### src/hdl/clk_ctrl_pkg.sv
// Constants, register layout and types for the clock select and prescaler block
//
// Notes on behaviour
// - Slow clock from prescaled main clock when select is 0, else 32.768 kHz oscillator.
// - Fast select 0 feeds system prescaler from PLL, 1 from main; resets to main.
// - Clearing fast select is ignored while PLL power-down is set.
// - Switch to PLL needs a stable PLL at the write; fast select stays set otherwise.
// - PLL held down while power-down bit is 1; bit resets to 1.
// - Setting power-down is ignored while system clock runs from the PLL.
// - Aux clock 1 runs only when enabled and main clock stable; enable resets 0.
// - Aux clock 2 runs only when enabled and main clock stable; enable resets 0.
// - Power-on flag set by hardware; software clears by writing 0 only.
// - System clock is selected source divided by fast divisor plus one.
// - Multiplier codes 011, 100, 101 give 3x, 4x, 5x; others reserved; reset 100.
// - Fast prescaler resets to 4Fh except in programming mode.
// - Slow clock is main divided by two times slow divisor plus one; reset B6h.
// - Aux clock 1 is main divided by its divisor plus one; register resets FFh.
// - Aux clock 2 is main divided by its divisor plus one.
// - Per mode: system clock from fast prescaler (main or PLL), slow, or none; timer clock slow or none.
// - Low-frequency oscillator always runs; slow clock frozen in halt mode.
// - Oscillator off in power save only while slow clock comes from the oscillator.
// - Wait stalls the processor until an interrupt; reset enters active mode.
package clk_ctrl_pkg;

	// Register offsets on the plain register port
	localparam logic [7:0] CLOCK_RESET_CONTROL_OFS = 8'h40;
	localparam logic [7:0] FAST_CLOCK_PRESCALER_OFS = 8'h42;
	localparam logic [7:0] SLOW_CLOCK_PRESCALER_OFS = 8'h44;
	localparam logic [7:0] AUX_CLOCK_PRESCALER_OFS = 8'h46;

	// Control register bit positions
	localparam int SLOW_SEL_BIT = 0;
	localparam int FAST_SEL_BIT = 1;
	localparam int PLL_PWD_BIT = 2;
	localparam int AUX1_EN_BIT = 3;
	localparam int AUX2_EN_BIT = 4;
	localparam int POR_BIT = 5;

	// Values after reset
	localparam logic [7:0] CLOCK_RESET_CONTROL_RST = 8'h26;
	localparam logic [6:0] FAST_CLOCK_PRESCALER_RST = 7'h4f;
	localparam logic [6:0] FAST_CLOCK_PRESCALER_PROGRAMMING_MODE_RST = 7'h40;
	localparam logic [7:0] SLOW_CLOCK_PRESCALER_RST = 8'hb6;
	localparam logic [7:0] AUX_CLOCK_PRESCALER_RST = 8'hff;

	// PLL multiplier codes
	localparam logic [2:0] PLL_MULT_3X = 3'h3;
	localparam logic [2:0] PLL_MULT_4X = 3'h4;
	localparam logic [2:0] PLL_MULT_5X = 3'h5;

	// Power management modes, as reported by the power manager
	typedef enum logic [1:0] {
		PM_ACTIVE,
		PM_SAVE,
		PM_IDLE,
		PM_HALT
	} pm_mode_t;

	// Clock and reset control register fields
	typedef struct packed {
		logic [1:0] rsvd;
		logic por;
		logic aux2_enable;
		logic aux1_enable;
		logic pll_power_down;
		logic fast_source_select;
		logic slow_source_select;
	} clock_reset_control_t;

	// Register port request
	typedef struct packed {
		logic [7:0] addr;
		logic [7:0] wdata;
		logic wr;
		logic rd;
	} reg_req_t;

endpackage : clk_ctrl_pkg

### src/hdl/clk_ctrl.sv
// Clock source selection, prescalers and per-mode clock gating
`timescale 1ns/1ns
`default_nettype none
module clk_ctrl
	import clk_ctrl_pkg::*;
(
	// Clock and reset
	input wire logic mclk_i,
	input wire logic rst_i,
	// Register port
	input wire logic [7:0] addr_i,
	input wire logic [7:0] wdata_i,
	input wire logic wr_i,
	input wire logic rd_i,
	output logic [7:0] rdata_o,
	// Clock sources and status
	input wire logic main_stable_i,
	input wire logic pll_tick_i,
	input wire logic pll_stable_i,
	input wire logic lfo_clk_i,
	input wire logic power_on_i,
	input wire logic programming_mode_i,
	// Power manager and processor
	input wire logic [1:0] pm_mode_i,
	input wire logic hf_off_req_i,
	input wire logic wait_i,
	input wire logic irq_i,
	// Generated clocks as enables
	output logic sys_tick_o,
	output logic timer_tick_o,
	output logic slow_clk_o,
	output logic aux1_tick_o,
	output logic aux2_tick_o,
	// PLL and oscillator control
	output logic pll_stop_o,
	output logic [2:0] pll_mult_o,
	output logic fast_src_main_o,
	output logic hf_osc_en_o,
	output logic cpu_stall_o,
	output logic [1:0] pm_mode_o
);

	// Register state
	clock_reset_control_t ctl_r;
	clock_reset_control_t ctl_nxt;
	logic [6:0] fast_presc_r;
	logic [7:0] slow_presc_r;
	logic [7:0] aux_presc_r;
	logic [7:0] rdata_r;
	reg_req_t req;

	// Prescaler state
	logic [3:0] fast_cnt_r;
	logic [7:0] slow_cnt_r;
	logic [3:0] aux1_cnt_r;
	logic [3:0] aux2_cnt_r;
	logic slow_div_r;
	logic slow_src_r;
	logic slow_clk_r;
	logic lfo_r;
	logic fast_tick_r;
	logic sys_tick_r;
	logic timer_tick_r;
	logic aux1_tick_r;
	logic aux2_tick_r;
	logic pll_stop_r;
	logic hf_osc_en_r;
	logic cpu_stall_r;
	pm_mode_t mode_r;

	// Request bundle
	assign req = '{addr: addr_i, wdata: wdata_i, wr: wr_i, rd: rd_i};

	// Address decode
	wire logic sel_ctl = req.addr == CLOCK_RESET_CONTROL_OFS;
	wire logic sel_fast = req.addr == FAST_CLOCK_PRESCALER_OFS;
	wire logic sel_slow = req.addr == SLOW_CLOCK_PRESCALER_OFS;
	wire logic sel_aux = req.addr == AUX_CLOCK_PRESCALER_OFS;
	wire logic wr_ctl = req.wr && sel_ctl;
	wire logic wr_fast = req.wr && sel_fast;
	wire logic wr_slow = req.wr && sel_slow;
	wire logic wr_aux = req.wr && sel_aux;

	// Field views of the prescaler registers
	wire logic [3:0] fast_divisor = fast_presc_r[3:0];
	wire logic [2:0] pll_mult = fast_presc_r[6:4];
	wire logic [7:0] slow_divisor = slow_presc_r;
	wire logic [3:0] aux1_divisor = aux_presc_r[3:0];
	wire logic [3:0] aux2_divisor = aux_presc_r[7:4];

	// Written control bits
	wire logic w_slow_sel = req.wdata[SLOW_SEL_BIT];
	wire logic w_fast_sel = req.wdata[FAST_SEL_BIT];
	wire logic w_pll_pwd = req.wdata[PLL_PWD_BIT];
	wire logic w_por = req.wdata[POR_BIT];

	// Clearing fast select only lands once the PLL is up and stable
	wire logic fast_to_pll_ok = !ctl_r.pll_power_down && pll_stable_i;
	wire logic fast_sel_wr = w_fast_sel || !fast_to_pll_ok;
	// Powering the PLL down while running on it would kill the clock
	wire logic pll_pwd_wr = w_pll_pwd && ctl_r.fast_source_select;

	// Control register next value; power-on set wins over a clear
	always_comb
	begin
		ctl_nxt = ctl_r;
		if (wr_ctl)
		begin
			ctl_nxt.slow_source_select = w_slow_sel;
			ctl_nxt.fast_source_select = fast_sel_wr;
			ctl_nxt.pll_power_down = pll_pwd_wr;
			ctl_nxt.aux1_enable = req.wdata[AUX1_EN_BIT];
			ctl_nxt.aux2_enable = req.wdata[AUX2_EN_BIT];
			if (!w_por)
				ctl_nxt.por = 1'b0;
		end
		if (power_on_i)
			ctl_nxt.por = 1'b1;
		ctl_nxt.rsvd = 2'h0;
	end

	// Control register; reset selects main clock with PLL down
	always_ff @(posedge mclk_i)
	begin
		if (rst_i)
			ctl_r <= clock_reset_control_t'(CLOCK_RESET_CONTROL_RST);
		else
			ctl_r <= ctl_nxt;
	end

	// Prescaler registers; programming mode keeps its own fast setting
	always_ff @(posedge mclk_i)
	begin
		if (rst_i)
		begin
			if (programming_mode_i)
				fast_presc_r <= FAST_CLOCK_PRESCALER_PROGRAMMING_MODE_RST;
			else
				fast_presc_r <= FAST_CLOCK_PRESCALER_RST;
			slow_presc_r <= SLOW_CLOCK_PRESCALER_RST;
			aux_presc_r <= AUX_CLOCK_PRESCALER_RST;
		end
		else
		begin
			if (wr_fast)
				fast_presc_r <= req.wdata[6:0];
			if (wr_slow)
				slow_presc_r <= req.wdata;
			if (wr_aux)
				aux_presc_r <= req.wdata;
		end
	end

	// Read multiplexer; unmapped addresses and reserved bits read zero
	wire logic [7:0] rd_mux =
		sel_ctl ? ctl_r :
		sel_fast ? {1'b0, fast_presc_r} :
		sel_slow ? slow_presc_r :
		sel_aux ? aux_presc_r : 8'h00;

	// Read data stands only in the cycle after the strobe
	always_ff @(posedge mclk_i)
	begin
		if (rst_i)
			rdata_r <= 8'h00;
		else if (req.rd)
			rdata_r <= rd_mux;
		else
			rdata_r <= 8'h00;
	end

	// Main clock counts only when the oscillator is stable
	wire logic main_tick = main_stable_i;

	// Fast source pulses; select comes from the register itself
	wire logic fast_src_tick =
		ctl_r.fast_source_select ? main_tick : pll_tick_i;
	wire logic fast_wrap = fast_cnt_r == fast_divisor;

	// Fast prescaler: one output pulse per divisor plus one source pulses
	always_ff @(posedge mclk_i)
	begin
		if (rst_i)
		begin
			fast_cnt_r <= 4'h0;
			fast_tick_r <= 1'b0;
		end
		else
		begin
			fast_tick_r <= fast_src_tick && fast_wrap;
			if (fast_src_tick)
				fast_cnt_r <= fast_wrap ? 4'h0 : fast_cnt_r + 4'h1;
		end
	end

	// Slow divider from main: half period is divisor plus one main cycles
	wire logic slow_wrap = slow_cnt_r == slow_divisor;

	always_ff @(posedge mclk_i)
	begin
		if (rst_i)
		begin
			slow_cnt_r <= 8'h00;
			slow_div_r <= 1'b0;
		end
		else if (main_tick)
		begin
			slow_cnt_r <= slow_wrap ? 8'h00 : slow_cnt_r + 8'h01;
			if (slow_wrap)
				slow_div_r <= !slow_div_r;
		end
	end

	// Oscillator pin sampled once; it runs in every mode
	always_ff @(posedge mclk_i)
	begin
		if (rst_i)
			lfo_r <= 1'b0;
		else
			lfo_r <= lfo_clk_i;
	end

	// Glitch-free mux: the source only changes while both levels are low
	wire logic slow_src_lvl = slow_src_r ? lfo_r : slow_div_r;
	wire logic slow_new_lvl = ctl_r.slow_source_select ? lfo_r : slow_div_r;
	wire logic slow_swap = (slow_src_r != ctl_r.slow_source_select) &&
		!slow_clk_r && !slow_new_lvl;
	wire logic halted = mode_r == PM_HALT;
	wire logic slow_rise = !slow_clk_r && slow_src_lvl && !slow_swap && !halted;

	// Slow clock output; frozen low in halt mode
	always_ff @(posedge mclk_i)
	begin
		if (rst_i)
		begin
			slow_src_r <= 1'b0;
			slow_clk_r <= 1'b0;
		end
		else
		begin
			if (slow_swap)
				slow_src_r <= ctl_r.slow_source_select;
			if (halted)
				slow_clk_r <= 1'b0;
			else if (!slow_swap)
				slow_clk_r <= slow_src_lvl;
		end
	end

	// Aux prescalers stop while disabled or the main clock is unstable
	wire logic aux1_run = ctl_r.aux1_enable && main_stable_i;
	wire logic aux2_run = ctl_r.aux2_enable && main_stable_i;
	wire logic aux1_wrap = aux1_cnt_r == aux1_divisor;
	wire logic aux2_wrap = aux2_cnt_r == aux2_divisor;

	always_ff @(posedge mclk_i)
	begin
		if (rst_i)
		begin
			aux1_cnt_r <= 4'h0;
			aux1_tick_r <= 1'b0;
		end
		else
		begin
			aux1_tick_r <= aux1_run && aux1_wrap;
			if (!aux1_run)
				aux1_cnt_r <= 4'h0;
			else
				aux1_cnt_r <= aux1_wrap ? 4'h0 : aux1_cnt_r + 4'h1;
		end
	end

	always_ff @(posedge mclk_i)
	begin
		if (rst_i)
		begin
			aux2_cnt_r <= 4'h0;
			aux2_tick_r <= 1'b0;
		end
		else
		begin
			aux2_tick_r <= aux2_run && aux2_wrap;
			if (!aux2_run)
				aux2_cnt_r <= 4'h0;
			else
				aux2_cnt_r <= aux2_wrap ? 4'h0 : aux2_cnt_r + 4'h1;
		end
	end

	// Mode tracking; reset always lands in active
	always_ff @(posedge mclk_i)
	begin
		if (rst_i)
			mode_r <= PM_ACTIVE;
		else
			mode_r <= pm_mode_t'(pm_mode_i);
	end

	// System and timer clock per mode
	logic sys_tick_nxt;
	logic timer_tick_nxt;
	logic hf_en_nxt;

	always_comb
	begin
		sys_tick_nxt = 1'b0;
		timer_tick_nxt = 1'b0;
		hf_en_nxt = 1'b0;
		unique case (mode_r)
			PM_ACTIVE:
			begin
				sys_tick_nxt = fast_tick_r;
				timer_tick_nxt = slow_rise;
				hf_en_nxt = 1'b1;
			end
			PM_SAVE:
			begin
				sys_tick_nxt = slow_rise;
				timer_tick_nxt = slow_rise;
				// Oscillator may only stop once slow clock no longer needs it
				hf_en_nxt = !(hf_off_req_i && slow_src_r &&
					ctl_r.slow_source_select);
			end
			PM_IDLE:
			begin
				timer_tick_nxt = slow_rise;
			end
			PM_HALT:
			begin
				timer_tick_nxt = 1'b0;
			end
		endcase
	end

	// Clock enables and oscillator control
	always_ff @(posedge mclk_i)
	begin
		if (rst_i)
		begin
			sys_tick_r <= 1'b0;
			timer_tick_r <= 1'b0;
			hf_osc_en_r <= 1'b1;
		end
		else
		begin
			sys_tick_r <= sys_tick_nxt;
			timer_tick_r <= timer_tick_nxt;
			hf_osc_en_r <= hf_en_nxt;
		end
	end

	// PLL held down by the bit, and always off in idle and halt
	always_ff @(posedge mclk_i)
	begin
		if (rst_i)
			pll_stop_r <= 1'b1;
		else
			pll_stop_r <= ctl_r.pll_power_down ||
				mode_r == PM_IDLE || halted;
	end

	// Wait stalls issue; an interrupt in the same cycle wins
	always_ff @(posedge mclk_i)
	begin
		if (rst_i)
			cpu_stall_r <= 1'b0;
		else if (irq_i)
			cpu_stall_r <= 1'b0;
		else if (wait_i)
			cpu_stall_r <= 1'b1;
	end

	// Multiplier code passed straight on; reserved codes are not filtered
	logic [2:0] pll_mult_r;

	always_ff @(posedge mclk_i)
	begin
		if (rst_i)
			pll_mult_r <= PLL_MULT_4X;
		else
			pll_mult_r <= pll_mult;
	end

	// Outputs, all straight from flip-flops
	assign rdata_o = rdata_r;
	assign sys_tick_o = sys_tick_r;
	assign timer_tick_o = timer_tick_r;
	assign slow_clk_o = slow_clk_r;
	assign aux1_tick_o = aux1_tick_r;
	assign aux2_tick_o = aux2_tick_r;
	assign pll_stop_o = pll_stop_r;
	assign pll_mult_o = pll_mult_r;
	assign fast_src_main_o = ctl_r.fast_source_select;
	assign hf_osc_en_o = hf_osc_en_r;
	assign cpu_stall_o = cpu_stall_r;
	assign pm_mode_o = mode_r;

endmodule : clk_ctrl
`default_nettype wire

### config.mk
export PLATFORM = sky130hd
export DESIGN_NAME = clk_ctrl
export DESIGN_NICKNAME = d
export VERILOG_FILES = /design/src/hdl/clk_ctrl_pkg.sv /design/src/hdl/clk_ctrl.sv
export SDC_FILE = /design/constraint.sdc
export NUM_CORES = 1
export LEC_CHECK = 0
export BUFFER_PORTS_ARGS = -buffer_cell sky130_fd_sc_hd__buf_2
export CAP_MARGIN = 20
export CELL_PAD_IN_SITES_DETAIL_PLACEMENT = 1
export CELL_PAD_IN_SITES_GLOBAL_PLACEMENT = 2
export CORE_UTILIZATION = 37
export DETAILED_ROUTE_END_ITERATION = 12
export PLACE_DENSITY_LB_ADDON = 0.1
export REMOVE_ABC_BUFFERS = 1
export SLEW_MARGIN = 20
export SYNTH_ARGS = -nofsm -noshare
export SYNTH_HDL_FRONTEND = slang
export SYNTH_SLANG_ARGS = --single-unit
### constraint.sdc
create_clock -name mclk_i -period 2.55 [get_ports mclk_i]
set_input_delay 0.1275 -clock mclk_i [delete_from_list [all_inputs] [get_ports mclk_i]]
set_output_delay 0.1275 -clock mclk_i [all_outputs]
set_load 0.05 [all_outputs]
---- Yosys cells after proc, flatten, opt, wreduce, memory -nomap -nowiden ----
Cells that the tools add are included.
storage, ports and cells
  bits in registers ....................... 76
  input bits .............................. 31
  output and inout port bits .............. 22
  logic and storage cells ................. 104
operators by class
  add/subtract/negate cells ............... 4
  eq/ne operators ......................... 12
  mux-type cells .......................... 15
  bitwise operators ....................... 4
  reduce and logical (&&, ||, !) cells .... 40
operator list
  cell                                                                    number
  8-bit 2-to-1 mux                                                        5
  8-bit by 7-bit equality test with 1-bit output (second input constant)  4
  1-bit logical AND                                                       18
  7-bit 2-to-1 mux                                                        2
  4-bit by 1-bit adder with 4-bit output (second input constant)          3
  4-bit equality test                                                     3
  3-bit OR reduction                                                      3
  8-bit by 1-bit adder with 8-bit output (second input constant)          1
  8-bit equality test                                                     1
  1-bit logical NOT                                                       8
  4-bit 2-to-1 mux                                                        2
  2-bit OR reduction                                                      4
  1-bit case mux with 2 select lines                                      3
  2-bit equality test (second input constant)                             2
  1-bit inverter                                                          4
  2-bit AND reduction                                                     2
  1-bit logical OR                                                        3
  1-bit 2-to-1 mux                                                        3
  2-bit by 1-bit equality test with 1-bit output (second input constant)  1
  2-bit logical NOT                                                       1
  2-bit nonzero test                                                      1
  1-bit inequality test                                                   1

---- Longest topological paths before layout ----
Gate-level depths: netlist of run 1.
  depth after elaboration ................. 7
  gate-level depth with buffers ........... 6

---- Worst setup path after synthesis of run 1 ----
OpenSTA, ideal clock, no wires.
  kind .................................... reg2reg
  start point ............................. reg ctl_r (netlist bit fast_src_main_o)
  end point ............................... reg fast_cnt_r[3]
  library setup time ...................... 116 ps
  arrival ................................. 1415 ps
  data required time ...................... 2434 ps
  path slack .............................. 1019 ps
  stages on the path, launching flop included .. 5
  path buffers ............................ 0
  period minus slack after synthesis ...... 1531 ps
  cells stage by stage .................... dfxtp_1 mux2_2 nand4_1 xor2_1 nor2_1
on the way
  word-level cells in the longest chain between the ends .. 1
ends and longest elaborated chain
  element                 line             RTL
  from (decl)             clk_ctrl.sv:44   clock_reset_control_t ctl_r;
  from (signal assigned)  clk_ctrl.sv:126  ctl_r <= clock_reset_control_t'(CLOCK_RESET_CONTROL_RST);
  from (signal assigned)  clk_ctrl.sv:128  ctl_r <= ctl_nxt;
  1-bit 2-to-1 mux        clk_ctrl.sv:177  ctl_r.fast_source_select ? main_tick : pll_tick_i;
  to (signal assigned)    clk_ctrl.sv:192  fast_cnt_r <= fast_wrap ? 4'h0 : fast_cnt_r + 4'h1;
  to (decl)               clk_ctrl.sv:53   logic [3:0] fast_cnt_r;
No other way between the ends.
A chain may end at the register's enable or synchronous reset.

---- Worst setup path in the final report of run 1 ----
  start point ............................. reg slow_cnt_r[0]
  end point ............................... reg slow_div_r
on the way
  word-level cells in the longest chain between the ends .. 2
ends and longest elaborated chain
  element                               line             RTL
  from (decl)                           clk_ctrl.sv:54   logic [7:0] slow_cnt_r;
  from (signal assigned)                clk_ctrl.sv:208  slow_cnt_r <= slow_wrap ? 8'h00 : slow_cnt_r + 8'h01;
  8-bit equality test                   clk_ctrl.sv:197  wire logic slow_wrap = slow_cnt_r == slow_divisor;
  2-bit AND reduction (no source line)  -
  to (signal assigned)                  clk_ctrl.sv:210  slow_div_r <= !slow_div_r;
  to (decl)                             clk_ctrl.sv:57   logic slow_div_r;
No other way between the ends.

==> results of run 1 <==
## cells in the final DEF (no fill, tap or decap), types with 10 or more instances in the layout
cell type / instances
buf_2: 52
xnor2_1: 19
nor2_1: 57
nor2b_1: 10
clkbuf_8: 10
xor2_1: 15
a21oi_1: 14
nand2_1: 24
nor3_1: 11
dfxtp_1: 67
## area by class of cell
class / instances / area [sq um] / share of cell area
multi-input cells: 238 / 1520 / 0.404
repair buffers: 58 / 318 / 0.0848
well taps: 105 / 131 / 0.0350
inverters: 8 / 30.0 / 0.00801
clock inverters: 6 / 66.3 / 0.0177
flip-flops and latches: 74 / 1550 / 0.414
clock buffers: 10 / 138 / 0.0367
## path summary, 6_finish.rpt
path	slack [ns]	to	startpoint	cells after the start
max	1.02	slow_div_r$_SDFFE_PP0P_	slow_cnt_r[0]$_SDFFE_PP0P_	4
min	0.04	slow_divisor[6]$_SDFFE_PP0P_	wdata_i[6]	3
max reg2reg	1.02	slow_div_r$_SDFFE_PP0P_	slow_cnt_r[0]$_SDFFE_PP0P_	4
min reg2reg	0.47	rdata_o[5]$_SDFF_PP0_	ctl_r[5]$_SDFFE_PP1P_	1
## worst max-delay path: stages, from the launching register on
cell	delay (ns)
dfxtp_1	0.38
xor2_1	0.18
nor4_1	0.38
nand3_1	0.15
mux2_1	0.32
## logic make-up after synthesis
logic type,count (synthesis),synth area share
simple gates,135,0.212
flops,74,0.492
compound gates,52,0.115
xor+xnor,34,0.0945
buf+inv,19,0.0266
mux,13,0.0429
fa+ha+maj,4,0.0159
## repair_timing
item                                    4_1_cts  5_1_grt
endpoints found under the setup margin        0        0
gates resized for setup                       0        0
hold buffers                                  5        0
endpoints found under the hold margin         5        0
## through the flow
stage | setup slack [ns] | cell area [sq um] | hold WS (ns)
floorplan | 1.02 | 3100 | 0.192
global placement | 0.814 | 3500 | 0.292
detailed placement | 0.818 | 3500 | 0.300
CTS | 1.02 | 3750 | 0.0308
global route | 0.967 | 3750 | 0.0346
finish | 1.02 | 3750 | 0.0400
## layer usage
metal | track usage | wire length (um)
met1 | 0.249 | 3860
met2 | 0.310 | 3720
met3 | 0.0348 | 222
met4 | 0.0731 | 97
met5 | 0 | 0
## state kept, by name (all words and copies together) (netlist names), 2 cells and up
signal,count
fast_presc_r,7
rdata_o,8
pm_mode_o,2
ctl_r,5
aux_presc_r,8
aux1_cnt_r,4
aux2_cnt_r,4
fast_cnt_r,4
slow_divisor,8
slow_cnt_r,8
pll_mult_o,3
## power by group
group | total (mW) | leakage, nW | switching, mW | internal [mW]
Clock | 0.922 | 0.0945 | 0.444 | 0.478
Sequential | 1.22 | 0.612 | 0.0226 | 1.20
Combinational | 0.180 | 0.867 | 0.113 | 0.0673
==> flow_metrics.tcl, run 1 <==
set metrics [dict create \
    status "finished, final reports clean" \
    yosysTopAreaCellShare 0.426 \
    route.detailed.drc 0 \
    synth_area_sq_um 3150 \
    clockBufferDepth 2 \
    start_util 0.383 \
    yosysMostFrequentCell "dfxtp_1" \
    die_area_sq_um 8890 \
    rows 33 \
    root_buffer "clkbuf_8" \
    tns_ns 0 \
    grt_pass1_wl_mm 12.6 \
    dieHeight_um 94.3 \
    grt_max_degree 33 \
    fp.dieW_um 94.3 \
    period_minus_slack_ns 1.53 \
    detail_route.first_pass.iterations 4 \
    power.density_nw_per_um2 620 \
    fin_cells 499 \
    final-setup-viol-count 0 \
    htree_levels 3 \
    wl_per_cell_um 15.8 \
    antenna_found_initial 0 \
    synth_area_leader_cell "dfxtp_1" \
    final_util 0.456 \
    postCtsSetupBuffers 0 \
    slew_violations 0 \
    fmax_mhz 655 \
    yosysSeqAreaShare 0.492 \
    place_congestion 0.751 \
    worst_ir_drop_vdd_uv 273 \
    hold_class "primary input to register" \
    drt_iter0_drc 70 \
    cts_tree "yes" \
    synth.distinct_cells 49 \
    clock_skew_ns 0.0104 \
    dp.cells 478 \
    antenna_cells 0 \
    gr-usage-all-layers 0.191 \
    yosys_warnings 0 \
    syn_inst 331 \
    final_nets 424 \
    synth.avg_cell_area_sq_um 9.52 \
    antenna_left 0 \
    cp.arrival_ns 1.76 \
    cts.sinks 74 \
    core_area_sq_um 8220 \
    drive_gt1_frac 0.213 \
    nFillCells 954 \
    dp_hpwl_mm 5.79 \
    critPathKind "register to register" \
    overflow 0 \
    via_count 2554 \
    fin_crit_sh 0.599 \
    p_total_mw 2.32 \
    clkTransAtPathRegs_ns 0.08 \
    synth.area.top_cells "dfxtp_1 43%, nor2_1 6.8%, edfxtp_1 6.7%" \
    maxCapViolations 0 \
    synth_common_cells "67 x dfxtp_1, 57 x nor2_1, 24 x nand2_1" \
    area_growth_pct 19.0 \
    synth-seq-cells 74 \
    tightest_slew_ns 0.623 \
    io_buffers 52 \
    synth_edf_count 7 \
    grt_pass1_vias 2520 \
    cts_buffers 9 \
    clk_latency_ns 0.35 \
    via_per_inst 5.12 \
    critPathMaxFanout 5 \
    rsz0062_at_grt "false" \
    end_kind "register" \
    cp-start-kind "register" \
    drt_wl_total_mm 7.90 \
    p_leak_nw 1.57 \
    async_reset_ff_frac 0 \
    ys.flop_type "dfxtp_1" \
    cp.required_ns 2.78 \
    final_hold_viol_count 0 \
    ioPinCount 53 \
    relSlewSlack 0.585 \
]
Note: power is estimated with default switching activity, not from simulation.
==> run 2, diff against run 1 <==
ABC_AREA = 1   (was unset)
CORE_UTILIZATION = 33   (was 37)
clock period = 1.6 ns   (was 2.55 ns; I/O delays follow)
==> run 2 against run 1 <==
  * Synthesized cell count is 27% higher
  * Worst setup slack worse by 0.79 ns
  * Clock skew hardly changed
  * Flip-flop and latch count stayed put
  * Global-route usage is 0.28 points lower
  * Via count is 17% higher
  * Sequential share of layout area is 3.6 points lower
  * Clock-buffer cell count is 4 higher
  * Critical path type unchanged
  * Highest routed layer unchanged
==> flow_metrics.tcl, run 2 <==
set metrics [dict create \
    status "finished, final reports clean" \
    p_leak_nw 1.84 \
    yosysSeqAreaShare 0.455 \
    end_kind "register" \
    slew_violations 0 \
    grt_pass1_vias 3131 \
    grt_max_degree 26 \
    crit_chain "inv_2 -> nand2_1 -> nand2_1 -> nor2_1 -> nand3_2 -> o21ai_4 -> nor2_1" \
    synth_common_cells "83 x nand2_1, 67 x dfxtp_1, 46 x inv_1, 46 x nor2_1, 40 x nand3_1" \
    rsz0062_at_grt "false" \
    fmax_mhz 734 \
    gr-usage-all-layers 0.188 \
    drive_gt1_frac 0.220 \
    yosysTopAreaCellShare 0.393 \
    nFillCells 1231 \
    rows 36 \
    synth-seq-cells 74 \
    cp.arrival_ns 1.61 \
    post-place-ws_ns 0.182 \
    reg2reg_to "slow_cnt_r[2]$_SDFFE_PP0P_" \
    hold_class "primary input to register" \
    tns_ns 0 \
    synth_edf_count 7 \
    ioPinCount 53 \
    fin_ws_ns 0.238 \
    start_util 0.344 \
    synth.area.top_cells "dfxtp_1 39%, nand2_1 9.1%, edfxtp_1 6.2%" \
    cp.required_ns 1.84 \
    wl_per_cell_um 15.0 \
    final_hold_viol_count 0 \
    root_buffer "clkbuf_8" \
    place_congestion 0.800 \
    reg2reg_from "slow_cnt_r[3]$_SDFFE_PP0P_" \
    dieHeight_um 104 \
    grt_pass1_wl_mm 15.7 \
    power.density_nw_per_um2 866 \
    detail_route.first_pass.iterations 5 \
    r2r_slack_ns 0.24 \
    ys.flop_type "dfxtp_1" \
    drt_wl_total_mm 9.43 \
    yosys_warnings 0 \
    clockBufferDepth 2 \
    async_reset_ff_frac 0 \
    cts_buffers 9 \
    synth_area_leader_cell "dfxtp_1" \
    clk_latency_ns 0.35 \
    cp-start-kind "register" \
    fin_crit_sh 0.851 \
    overflow 0 \
    cp_top_family "simple AND/OR/NAND/NOR gates" \
    ctsResizeCount 0 \
    syn_inst 419 \
    final_common_cell "nand2_1" \
    fp.dieW_um 104 \
    reg2regPathDepth 7 \
    final_nets 527 \
    area_growth_pct 20.4 \
    worst_ir_drop_vdd_uv 325 \
    io_buffers 52 \
    antenna_found_initial 0 \
    hp-start "pll_stable_i" \
    antenna_left 0 \
    via_per_inst 4.75 \
    tightest_slew_ns 0.502 \
    layout_common_cells "83 x nand2_1, 67 x dfxtp_1, 52 x buf_2" \
    cts.sinks 74 \
    cp_num_buf_inv 1 \
    hold_depth 4 \
    final-setup-viol-count 0 \
    clkTransAtPathRegs_ns 0.07 \
    route.detailed.drc 0 \
    antenna_cells 0 \
    core_area_sq_um 9910 \
    synth.distinct_cells 41 \
    maxCapViolations 0 \
    hold_end "fast_src_main_o$_SDFFE_PP1P_" \
    via_count 2987 \
    period_minus_slack_ns 1.36 \
    htree_levels 3 \
    clock_skew_ns 0.00995 \
    critPathKind "register to register" \
    critical-path-max-stage-delay_ns 0.42 \
    drt_iter0_drc 118 \
    cts_tree "yes" \
    critPathMaxFanout 7 \
    synth_area_sq_um 3410 \
    final_util 0.415 \
    relSlewSlack 0.664 \
    yosysMostFrequentCell "nand2_1" \
    dp_hpwl_mm 7.19 \
    die_area_sq_um 10800 \
    synth.avg_cell_area_sq_um 8.14 \
    crit_slowest_cell "dfxtp_1" \
]
-- run 2: layer usage --
metal | share of wire | vias to the layer above | GRT usage
met2 | 0.45 | 45 | 0.294
met1 | 0.50 | 1431 | 0.251
met4 | 0.017 | 0 | 0.0755
li1 | - | 1500 | -
met5 | 0 | - | 0
met3 | 0.030 | 11 | 0.0409
-- run 2: through the flow --
stage | cells | cell area [sq um] | total power [mW] | hold slack, ns
after floorplan | 409 | 3340 | 2.17 | 0.149
after global placement | 601 | 3820 | 2.31 | 0.242
after detailed placement | 601 | 3820 | 2.31 | 0.248
after CTS | 629 | 4110 | 3.61 | 0.00784
after global routing | 629 | 4110 | 3.73 | 0.00869
final | 629 | 4110 | 3.56 | 0.0211
-- run 2: logic make-up (layout without fill, tap and decap cells) --
logic type | Yosys count | in the layout | synth area share
xor gates and xnor gates | 24 | 24 | 0.0616
DFF | 74 | 74 | 0.455
buffers and inverters | 62 | 139 | 0.0785
adders and majority gates | 4 | 4 | 0.0147
and+or+nand+nor | 209 | 209 | 0.296
AOI/OAI and AO/OA | 46 | 46 | 0.0942
-- run 2: area by class of cell --
type	instances	area, sq um	area share
clock buffer	14	153	0.0372
clock inverter	1	5.00	0.00122
inverter	52	196	0.0478
multi-input combinational	283	1590	0.388
sequential	74	1550	0.378
tap	133	166	0.0405
timing repair buffer	72	443	0.108
-- run 2: tightest hold or removal path, stage by stage --
cell,delay [ns]
buf_2,0.10
nand3_1,0.07
nand2_1,0.05
nand3_1,0.05
-- run 2: report_power, final --
part / total (mW) / switching (mW) / internal [mW]
logic: 0.336 / 0.214 / 0.122
clock network: 1.27 / 0.676 / 0.598
registers: 1.95 / 0.0346 / 1.91
total: 3.56 / 0.925 / 2.63
-- run 2: worst max path at each step --
| stage | from | end | slack, ns | cells past startpoint |
|---|---|---|---|---|
| final | slow_cnt_r[3]$_SDFFE_PP0P_ | slow_cnt_r[2]$_SDFFE_PP0P_ | 0.24 | 7 |
| after global routing | slow_cnt_r[3]$_SDFFE_PP0P_ | slow_cnt_r[2]$_SDFFE_PP0P_ | 0.11 | 7 |
| after CTS | slow_cnt_r[3]$_SDFFE_PP0P_ | slow_cnt_r[2]$_SDFFE_PP0P_ | 0.21 | 7 |
| after detailed placement | addr_i[5] | fast_presc_r[2]$_DFFE_PP_ | 0.18 | 7 |
| after global placement | addr_i[2] | rdata_o[4]$_SDFF_PP0_ | 0.21 | 7 |
| after floorplan | addr_i[5] | fast_presc_r[0]$_DFFE_PP_ | -0.05 | 5 |
-- run 2: what timing repair did --
action,in CTS,in global routing
hold endpoints to repair,12,0
setup buffers,0,0
hold buffers,13,0
==> run 3, diff against run 2 <==
SETUP_SLACK_MARGIN = 0.5   (was unset)
==> run 3 against run 2 <==
  * Worst setup slack improved by 0.095 ns
  * Clock power barely moved
  * First-iteration DRC count fell by 8.5%
  * Core utilization rose by 3.6 points
  * Non-clock buffer count rose by 18
  * Cell area rose by 8.7%
  * Critical path type unchanged
  * Largest power group unchanged
  * Highest routed layer unchanged
==> flow_metrics.tcl, run 3 (synthesis results as in run 2) <==
set metrics [dict create \
    cp-start-kind "register" \
    area_growth_pct 30.8 \
    core_area_sq_um 9910 \
    final-setup-viol-count 0 \
    design_area_sq_um 4460 \
    final_nets 545 \
    gr-usage-all-layers 0.194 \
    cts_tree "yes" \
    end_kind "register" \
    antenna_left 0 \
    p_leak_nw 1.98 \
    layout_common_cells "72 x nand2_1, 49 x buf_2, 42 x nor2_1" \
    drive_gt1_frac 0.366 \
    wl_per_cell_um 15.4 \
    cp.required_ns 1.83 \
    htree_levels 3 \
    grt_max_degree 26 \
    place_congestion 0.800 \
    grt_pass1_wl_mm 16.2 \
    period_minus_slack_ns 1.27 \
    fmax_mhz 789 \
    drt_wl_total_mm 9.99 \
    root_buffer "clkbuf_8" \
    hold_class "primary input to register" \
    clkTransAtPathRegs_ns 0.07 \
    final_common_cell "nand2_1" \
    via_count 3103 \
    final_util 0.450 \
    status "finished, final reports clean" \
    io_buffers 52 \
    critPathMaxFanout 7 \
    power.density_nw_per_um2 801 \
    placed_cell_area_sq_um 3820 \
    dieHeight_um 104 \
    overflow 0 \
    post-place-ws_ns 0.182 \
    holdWs_ns 0.0242 \
    fp.dieW_um 104 \
    clockBufferDepth 2 \
    via_per_inst 4.80 \
    ioPinCount 53 \
    clock_skew_ns 0.0103 \
    drt_iter0_drc 108 \
    start_util 0.344 \
    tightest_slew_ns 0.510 \
    rsz0062_at_grt "true" \
    rows 36 \
    die_area_sq_um 10800 \
    antenna_found_initial 0 \
    route.detailed.drc 0 \
    fin_crit_sh 0.792 \
    worst_ir_drop_vdd_uv 328 \
    final_hold_viol_count 0 \
    fin_ws_ns 0.333 \
    cts.sinks 74 \
    detail_route.first_pass.iterations 4 \
    cp.arrival_ns 1.50 \
    relSlewSlack 0.659 \
    cts_buffers 9 \
    p_total_mw 3.58 \
    maxCapViolations 0 \
    grt_pass1_vias 3218 \
    critPathKind "register to register" \
    antenna_cells 0 \
    clk_latency_ns 0.36 \
    slew_violations 0 \
    dp_hpwl_mm 7.19 \
]
[run 3: changes by cell type in the layout (fill, tap and decap cells not counted), moves of 5 or more]
cell | before | now
nand2_1 | 83 | 72
inv_1 | 46 | 41
buf_4 | 7 | 26
nor2_4 | 3 | 8
dfxtp_1 | 67 | 35
nand2_2 | 1 | 12
dfxtp_4 | 0 | 9
dfxtp_2 | 0 | 23
[run 3: timing repair]
action	CTS	global route
endpoints found under the setup margin	21	37
hold buffers	13	0
pin swaps	14	24
setup buffers	12	6
cloned	0	0
endpoints found under the hold margin	12	0
gates resized for setup	38	50
[run 3: routing by layer]
layer	share of wire	GRT usage	vias up
met5	0	0	-
met4	0.019	0.0745	0
met3	0.039	0.0403	14
met2	0.47	0.308	58
met1	0.47	0.257	1499
li1	-	-	1532
[run 3: report_power, final]
group / switching [mW] / leakage (nW) / internal (mW)
Clock: 0.672 / 0.0805 / 0.598
Combinational: 0.231 / 1.29 / 0.139
Sequential: 0.0340 / 0.619 / 1.90
[run 3: final timing paths]
kind	startpoint	endpoint	slack, ns	cells past startpoint
max	slow_divisor[3]$_SDFFE_PP0P_	slow_cnt_r[2]$_SDFFE_PP0P_	0.33	7
min	pll_stable_i	fast_src_main_o$_SDFFE_PP1P_	0.02	4
max reg2reg	slow_divisor[3]$_SDFFE_PP0P_	slow_cnt_r[2]$_SDFFE_PP0P_	0.33	7
min reg2reg	aux1_cnt_r[0]$_SDFF_PP0_	aux1_cnt_r[0]$_SDFF_PP0_	0.46	1
[run 3: per-stage QoR]
step / setup TNS (ns) / std cells
after CTS: 0 / 641
after detailed placement: 0 / 601
final: 0 / 647
after floorplan: -0.340 / 409
after global placement: 0 / 601
after global routing: 0 / 647
[run 3: critical path, stage by stage (launching register included)]
cell and delay [ns]:
dfxtp_2 0.36, inv_2 0.05, nand2_1 0.07, nand2_2 0.07
nor2_4 0.15, nand3_4 0.10, o21ai_4 0.26, nor2_1 0.08
[run 3: cell type report]
type                            instances  area, sq um
Clock buffer                           14          153
Clock inverter                          1         5.00
Fill cell                            1210         5450
Inverter                               52          199
Multi-Input combinational cell        283         1730
Sequential cell                        74         1610
Tap cell                              133          166
Timing Repair Buffer                   90          593
